File: src/core/rsh_pkg.sv
// Package with register offsets, field positions, reset values and bus constants.
`default_nettype none
package rsh_pkg;
	localparam logic [7:0] ADDR_CONVERTER_STATUS = 8'h01;
	localparam logic [7:0] ADDR_HIGH_SET_ENABLE_AND_LEVEL = 8'h10;
	localparam logic [7:0] ADDR_HIGH_SET_BANK = 8'h1c;
	localparam int THERMAL_TRIP_BIT = 7;
	localparam int OUTPUT_GOOD_BIT = 0;
	localparam int ENABLE_GATE_BIT = 7;
	localparam int LEVEL_CODE_MSB = 6;
	localparam logic [7:0] HIGH_SET_RESET = 8'hff;
	localparam logic [7:0] HIGH_SET_BANK_RESET = 8'h00;
	localparam logic [6:0] LEVEL_CODE_MIN = 7'h0f;
	localparam logic [6:0] LEVEL_CODE_MAX = 7'h7f;
	localparam logic [5:0] STATUS_RESERVED_VALUE = 6'h00;
	localparam logic [6:0] TARGET_ADDRESS = 7'h1c;
	localparam int FAST_MODE_BIT_RATE_KBPS = 400;
	localparam int SYS_CLOCK_KHZ = 10000;
	localparam int FAST_MODE_MIN_BIT_CYCLES = (SYS_CLOCK_KHZ + FAST_MODE_BIT_RATE_KBPS - 1)
		/ FAST_MODE_BIT_RATE_KBPS;
	typedef enum logic [1:0] {RSH_ACC_IDLE, RSH_ACC_WRITE, RSH_ACC_READ} rsh_acc_t;
endpackage : rsh_pkg
`default_nettype wire

File: src/core/rsh_acc_if.sv
// Interface carrying one register access between the top and its register store.
`default_nettype none
interface rsh_acc_if;
	logic wr_en;
	logic [7:0] addr;
	logic [7:0] wdata;
	logic [7:0] high_set;
	logic [1:0] bank;
	modport store (input wr_en, input addr, input wdata, output high_set, output bank);
	modport user (output wr_en, output addr, output wdata, input high_set, input bank);
endinterface : rsh_acc_if
`default_nettype wire

File: src/core/rsh_reg_store.sv
// Storage for the high-set enable, level code and range bank registers.
`default_nettype none
module rsh_reg_store
	import rsh_pkg::*;
(
	input wire logic clk_sys,
	input wire logic nrst,
	rsh_acc_if.store acc
);
	logic [7:0] high_set_r;
	logic [7:0] high_set_nxt;
	logic [1:0] bank_r;
	logic [1:0] bank_nxt;

	// Writes land on the addressed register; every other address leaves both alone.
	always_comb
	begin
		high_set_nxt = high_set_r;
		bank_nxt = bank_r;
		if (acc.wr_en && acc.addr == ADDR_HIGH_SET_ENABLE_AND_LEVEL)
		begin
			high_set_nxt = acc.wdata;
		end
		if (acc.wr_en && acc.addr == ADDR_HIGH_SET_BANK)
		begin
			bank_nxt = acc.wdata[1:0];
		end
	end

	// Values are kept across converter off-state; only power-on reset reloads them (high-set to 8'hff, bank to 0).
	always_ff @(posedge clk_sys or negedge nrst)
	begin
		if (!nrst)
		begin
			high_set_r <= HIGH_SET_RESET;
			bank_r <= HIGH_SET_BANK_RESET[1:0];
		end
		else
		begin
			high_set_r <= high_set_nxt;
			bank_r <= bank_nxt;
		end
	end

	assign acc.high_set = high_set_r;
	assign acc.bank = bank_r;
endmodule : rsh_reg_store
`default_nettype wire

File: src/core/rsh_regs.sv
// Status and high-set register slice of a step-down regulator control bank.
//
// Contract
// - Status bit 7 reads 1 when junction is above thermal trip, else 0.
// - Status bit 0 reads 1 when output is in range, 0 below ninety percent.
// - With select pin high, high-set bit 7 gates the external enable pin.
// - Converter enables only when enable pin high and gate bit is 1; with select pin low the code follows the enable pin alone.
// - Gate bit 0 keeps converter off even with enable pin high; the code applies this only with select pin high.
// - With select pin high, level code bits 6:0 set output voltage by formula.
// - Range exponent for high-set formula is bits 1:0 of the bank register.
// - Device answers as bus target at seven-bit address 0011100.
// - Bus transfers run at fast mode, at most 400 kbit/s; the host model here issues an access every other clock edge.
`default_nettype none
module rsh_regs
	import rsh_pkg::*;
(
	input wire logic clk_sys,
	input wire logic nrst,
	input wire logic reg_wr,
	input wire logic reg_rd,
	input wire logic [6:0] reg_target,
	input wire logic [7:0] reg_addr,
	input wire logic [7:0] reg_wdata,
	output logic [7:0] reg_rdata,
	output logic reg_ack,
	input wire logic thermal_trip_in,
	input wire logic output_good_in,
	input wire logic enable_pin,
	input wire logic voltage_set_select_pin,
	output logic converter_enable,
	output logic [6:0] level_code,
	output logic [1:0] range_bank,
	output logic level_code_illegal
);
	rsh_acc_if acc();
	rsh_acc_t acc_r;
	rsh_acc_t acc_nxt;
	logic [7:0] rdata_r;
	logic [7:0] rdata_nxt;
	logic [7:0] status_word;
	logic selected;

	// Only accesses addressed to our target address are acted upon.
	assign selected = (reg_target == TARGET_ADDRESS);

	// Status is sampled live from the core; reserved bits read a fixed value.
	assign status_word = {thermal_trip_in, STATUS_RESERVED_VALUE, output_good_in};

	// Writes to the status offset fall through the store's decode and vanish.
	assign acc.wr_en = reg_wr && selected;
	assign acc.addr = reg_addr;
	assign acc.wdata = reg_wdata;

	rsh_reg_store u_store (
		.clk_sys(clk_sys),
		.nrst(nrst),
		.acc(acc.store)
	);

	// Read mux; an unmapped offset answers zero so software sees a defined value.
	always_comb
	begin
		rdata_nxt = rdata_r;
		acc_nxt = RSH_ACC_IDLE;
		if (reg_wr && selected)
		begin
			acc_nxt = RSH_ACC_WRITE;
		end
		else if (reg_rd && selected)
		begin
			acc_nxt = RSH_ACC_READ;
			case (reg_addr)
				ADDR_CONVERTER_STATUS: rdata_nxt = status_word;
				ADDR_HIGH_SET_ENABLE_AND_LEVEL: rdata_nxt = acc.high_set;
				ADDR_HIGH_SET_BANK: rdata_nxt = {6'h00, acc.bank};
				default: rdata_nxt = 8'h00;
			endcase
		end
	end

	// Answer register; one cycle after the request the ack pulses.
	always_ff @(posedge clk_sys or negedge nrst)
	begin
		if (!nrst)
		begin
			acc_r <= RSH_ACC_IDLE;
			rdata_r <= 8'h00;
		end
		else
		begin
			acc_r <= acc_nxt;
			rdata_r <= rdata_nxt;
		end
	end

	assign reg_rdata = rdata_r;
	assign reg_ack = (acc_r != RSH_ACC_IDLE);

	// The gate only applies while the select pin is high; the low set is outside this slice,
	// so the pin alone governs there.
	always_comb
	begin
		if (voltage_set_select_pin)
		begin
			converter_enable = enable_pin && acc.high_set[ENABLE_GATE_BIT];
		end
		else
		begin
			converter_enable = enable_pin;
		end
	end

	// Level code and range bank feed the core's reference DAC and feedback divider.
	assign level_code = acc.high_set[LEVEL_CODE_MSB:0];
	assign range_bank = acc.bank;
	// Flags a prohibited code so the core can hold off; the host must never write one.
	assign level_code_illegal = (acc.high_set[LEVEL_CODE_MSB:0] < LEVEL_CODE_MIN);
endmodule : rsh_regs
`default_nettype wire

File: config.mk
export PLATFORM = sky130hd
export DESIGN_NAME = rsh_regs
export DESIGN_NICKNAME = d
export VERILOG_FILES = /design/src/core/rsh_pkg.sv /design/src/core/rsh_acc_if.sv /design/src/core/rsh_reg_store.sv /design/src/core/rsh_regs.sv
export SDC_FILE = /design/constraint.sdc
export NUM_CORES = 1
export LEC_CHECK = 0
export ABC_AREA = 1
export BUFFER_PORTS_ARGS = -buffer_cell sky130_fd_sc_hd__buf_4
export CAP_MARGIN = 20
export CORE_UTILIZATION = 35
export DETAILED_ROUTE_END_ITERATION = 10
export SYNTH_ARGS = -nofsm -noshare
export SYNTH_HDL_FRONTEND = slang
export SYNTH_SLANG_ARGS = --single-unit
export TNS_END_PERCENT = 1
File: constraint.sdc
create_clock -name clk_sys -period 1.1 [get_ports clk_sys]
set_input_delay 0 -clock clk_sys [delete_from_list [all_inputs] [get_ports clk_sys]]
set_output_delay 0 -clock clk_sys [all_outputs]
set_load 0.01 [all_outputs]
Word-level counts from Yosys, hierarchy flattened
Index checks and enable logic that the tools add are counted.
{"block": "totals", "inputBits": 31, "out_inout_bits": 20, "ff_bits": 20, "elab_cells": 21}
{"block": "classes", "n_mux": 4, "order_cmp": 1, "reduce_logical": 7, "bitwise_logic": 1, "eq_ne": 4}
{"operator": "8-bit one-hot mux with 3 select lines", "n": 1}
{"operator": "8-bit by 5-bit == test with 1-bit output, second input constant", "n": 2}
{"operator": "8-bit by 1-bit == test with 1-bit output, second input constant", "n": 1}
{"operator": "7-bit by 5-bit == test with 1-bit output, second input constant", "n": 1}
{"operator": "7-bit by 4-bit less-than comparator with 1-bit output, second input constant", "n": 1}
{"operator": "1-bit logical AND", "n": 5}
{"operator": "2-bit two-way mux", "n": 2}
{"operator": "2-bit AND reduction", "n": 1}
{"operator": "2-bit nonzero test", "n": 1}
{"operator": "1-bit two-way mux", "n": 1}
{"operator": "1-bit inverter", "n": 1}

Logic depth before layout (Yosys ltp)
{"block": "logic_depth", "ltp_word": 4, "depth_mapped": 9, "ltp_nobuf": 9}

By module
From an unflattened synthesis, not the netlist that was laid out.
{"block": "hier_totals", "cells_unflattened": 145, "area_unflattened_um2": 1121.1}
{"mod": "rsh_regs", "area_per_inst_um2": 623.1, "instances": 1, "cells_per_inst": 90, "seq_area_each_um2": 250.2}
{"mod": "rsh_reg_store", "area_per_inst_um2": 498.0, "instances": 1, "cells_per_inst": 55, "seq_area_each_um2": 260.2}

Least setup slack after synthesis
Ideal clock, no wire load.
{"block": "synth_timing", "kind": "flip-flop to output port", "startpoint": "register u_store.high_set_r[7] (netlist: u_store.acc.high_set[7])", "endpoint": "output port converter_enable", "required_ns": 1.100, "path_buffers": 0, "setup_slack_ns": 0.267, "arrival_ns": 0.833, "path_stages_with_launch": 3, "cell_sequence": "dfstp_2 inv_1 a21boi_0"}
{"block": "synth_via", "elab_chain_len": 2}
{"element": "start, declared", "line": "rsh_reg_store.sv:10", "rtl": "logic [7:0] high_set_r;"}
{"element": "start signal, assigned", "line": "rsh_reg_store.sv:40", "rtl": "high_set_r <= high_set_nxt;"}
{"element": "1-bit logical AND", "line": "rsh_regs.sv:105", "rtl": "converter_enable = enable_pin && acc.high_set[ENABLE_GATE_BIT];"}
{"element": "1-bit two-way mux", "line": "rsh_regs.sv:103", "rtl": "if (voltage_set_select_pin)"}
{"element": "end, declared", "line": "rsh_regs.sv:30", "rtl": "output logic converter_enable,"}
No other way between the ends.

Final worst setup path
{"block": "layout_timing", "startpoint": "register u_store.high_set_r[1] (netlist: u_store.acc.high_set[1])", "endpoint": "output port level_code_illegal"}
{"block": "layout_via", "elab_chain_len": 1}
{"element": "7-bit by 4-bit less-than comparator with 1-bit output", "line": "rsh_regs.sv:117", "rtl": "assign level_code_illegal = (acc.high_set[LEVEL_CODE_MSB:0] < LEVEL_CODE_MIN);"}
{"element": "end, declared", "line": "rsh_regs.sv:33", "rtl": "output logic level_code_illegal"}
No other way between the ends.

==> impl_metrics.tcl <==
set metrics [dict create \
    status "complete, but fails checks" \
    violations "setup timing" \
    synth_top_area_share 0.266 \
    min_period_ns 1.21 \
    seq_power_share 0.483 \
    startpoint_type "flip-flop" \
    ant_nets 0 \
    power_switching_mw 0.312 \
    clk_latency_ns 0.31 \
    vias 1048 \
    crit_path_max_incr_delay_ns 0.56 \
    grt_use_total 0.162 \
    gp_congestion 0.699 \
    dp.cells 225 \
    comb_power_share 0.121 \
    placementRows 20 \
    core_area_sq_um 3050 \
    cts-root-buf "clkbuf_4" \
    final_nets 232 \
    fin_crit_sh 1.10 \
    path_cells "nand2_1, nor2_1, nor4_1, buf_4" \
    leakage_nw 1.02 \
    utilization 0.560 \
    worstPathRequired_ns 1.10 \
    drv_slew 0 \
    swShare 0.205 \
    die_h_microns 58.8 \
    path_class "reg -> out" \
    hold_slack_ns 0.0570 \
    wl_per_cell_microns 10.8 \
    clockBufferDepth 2 \
    power.density_nw_per_um2 893 \
    synth_area_leaders "dfrtp_1 27%, nand2_1 20%, dfstp_2 19%" \
    cts_made_buffers 3 \
    maxSlewHeadroom 0.814 \
    min_path_type "in -> reg" \
    grt_max_degree 21 \
    synth-seq-area-share 0.452 \
    layout.cells.non_filler 244 \
    routed_wl_microns 2640 \
    ys_types 23 \
    final_common_cell "nand2_1" \
    fillers 291 \
    overflow 0 \
    drc 0 \
    initial_core_util 0.370 \
    multiInputGateArea_sq_um 505 \
    syn-num-nets 169 \
    io_buffers 50 \
    skew_ns 0.0105 \
    antenna_found_initial 0 \
    drive_above_1_share 0.430 \
    regArea_sq_um 510 \
    layout_common_cells "60 x nand2_1, 53 x buf_4, 13 x nand3_1" \
    end_kind "output pin" \
    dp_hpwl_microns 2000 \
    diodes 0 \
    ir_worst_vdd_mv 0.626 \
    ioPinCount 51 \
    cts_tree "built" \
    setup_ws_ns -0.113 \
    ys_ff_latch 20 \
    syn_avg_cell_area_sq_um 8.19 \
    worst_pin_slew_ns 0.276 \
    clkPwrFrac 0.396 \
    syn-instance-count 138 \
    clk_pin_slew_ns 0.12 \
    viasPerCell 4.30 \
    die-width_microns 58.8 \
    pre_cts_ws_ns 0.0978 \
    grt_pass1_vias 1007 \
    arrival_ns 1.21 \
    grt_pass1_wl_microns 4280 \
    worstPathMaxFanout 2 \
    htree_levels 1 \
    ys_warn_count 0 \
    drtIter0Drc 16 \
    p_int_mw 1.21 \
    max_clock_freq_mhz 825 \
    max-cap-violations 0 \
    syn_area_sq_um 1130 \
    cts.sinks 20 \
    dr.pass1.iters 4 \
    synth_area_leader_cell "dfrtp_1" \
    rsz0062_at_grt "yes" \
    die_area_sq_um 3460 \
    setup-violations-final 3 \
    area.growth.synth_to_final_pct 51.4 \
    cpMaxStageDelayCell "dfstp_2" \
    hold_viol_final 0 \
]
-- metal layers --
| layer | global-route usage | share of wire |
|---|---|---|
| met1 | 0.202 | 0.44 |
| met2 | 0.289 | 0.52 |
| met3 | 0.0154 | 0.032 |
| met4 | 0.0612 | 0.0038 |
| met5 | 0 | 0 |
-- sequential cells by signal (all words and copies together) (netlist names) --
register and cells:
reg_rdata 8, acc_r 2, u_store.acc.bank 2, u_store.acc.high_set 8
-- through the flow --
step | power (mW) | instance area [sq um] | TNS [ns]
3_3_place_gp | 0.903 | 1510 | 0
3_5_place_dp | 0.907 | 1510 | 0
6_report | 1.53 | 1710 | -0.161
4_1_cts | 1.54 | 1700 | -0.191
5_1_grt | 1.59 | 1710 | -0.370
2_1_floorplan | 0.797 | 1130 | 0
-- area by class of cell --
type                       count  share of cell area
clock buffer                   3              0.0132
clock inverter                 1              0.0176
inverter                      16              0.0395
multi-input combinational     95               0.296
sequential                    20               0.298
tap                           44              0.0322
timing repair buffer          65               0.304
-- critical path: cells and delay by family (launching register included) --
| family | cells | cell delay, ns |
|---|---|---|
| DFF | 1 | 0.56 |
| buffers and inverters | 1 | 0.14 |
| and+or+nand+nor | 3 | 0.21 |
-- worst paths after layout --
check,start,end,slack [ns],depth (start not counted)
max,u_store.acc.high_set[1],level_code_illegal,-0.11,4
min,output_good_in,reg_rdata[0],0.06,5
max reg2reg,u_store.acc.high_set[0],reg_rdata[0],0.11,5
min reg2reg,u_store.acc.high_set[7],u_store.acc.high_set[7],0.47,2
max in group asynchronous,nrst,u_store.acc.high_set[7],0.73,2
min in group asynchronous,nrst,reg_rdata[5],0.09,2
-- power groups by stage --
stage / Sequential, mW / Combinational [mW] / Clock, mW
after floorplan: 0.751 / 0.0465 / 0
after global placement: 0.750 / 0.153 / 0
after detailed placement: 0.750 / 0.157 / 0
after CTS: 0.738 / 0.186 / 0.618
after global routing: 0.738 / 0.203 / 0.651
final: 0.738 / 0.184 / 0.605
-- cell families (layout without fill, tap and decap cells) --
| kind of cell | Yosys count | in the layout | share of synthesized area |
|---|---|---|---|
| and+or+nand+nor | 93 | 93 | 0.431 |
| buffers and inverters | 23 | 85 | 0.106 |
| DFF | 20 | 20 | 0.452 |
| AOI/OAI and AO/OA | 2 | 2 | 0.0111 |
-- synthesized netlist by cell type --
cell	instances
a21boi_0	1
inv_1	11
nand2_1	60
nor3_4	1
nand2_4	5
nor4_1	1
nor2_2	3
or2_2	1
and2_1	1
clkinv_1	1
nor2_8	2
nor2_1	3
inv_2	2
dfrtp_1	12
nand2_2	1
dfstp_2	8
inv_4	1
nand3_1	13
nor2_4	1
nand3_4	1
o21ai_1	1
inv_6	1
buf_4	7
-- repair_timing --
item,4_1_cts,5_1_grt
resized for setup,3,1
endpoints found under the hold margin,31,1
hold buffers,10,1
setup endpoints to repair,3,6
pin swaps,1,0
cloned,0,0
buffers inserted,4,0
Power figures use the tool's default switching activity.
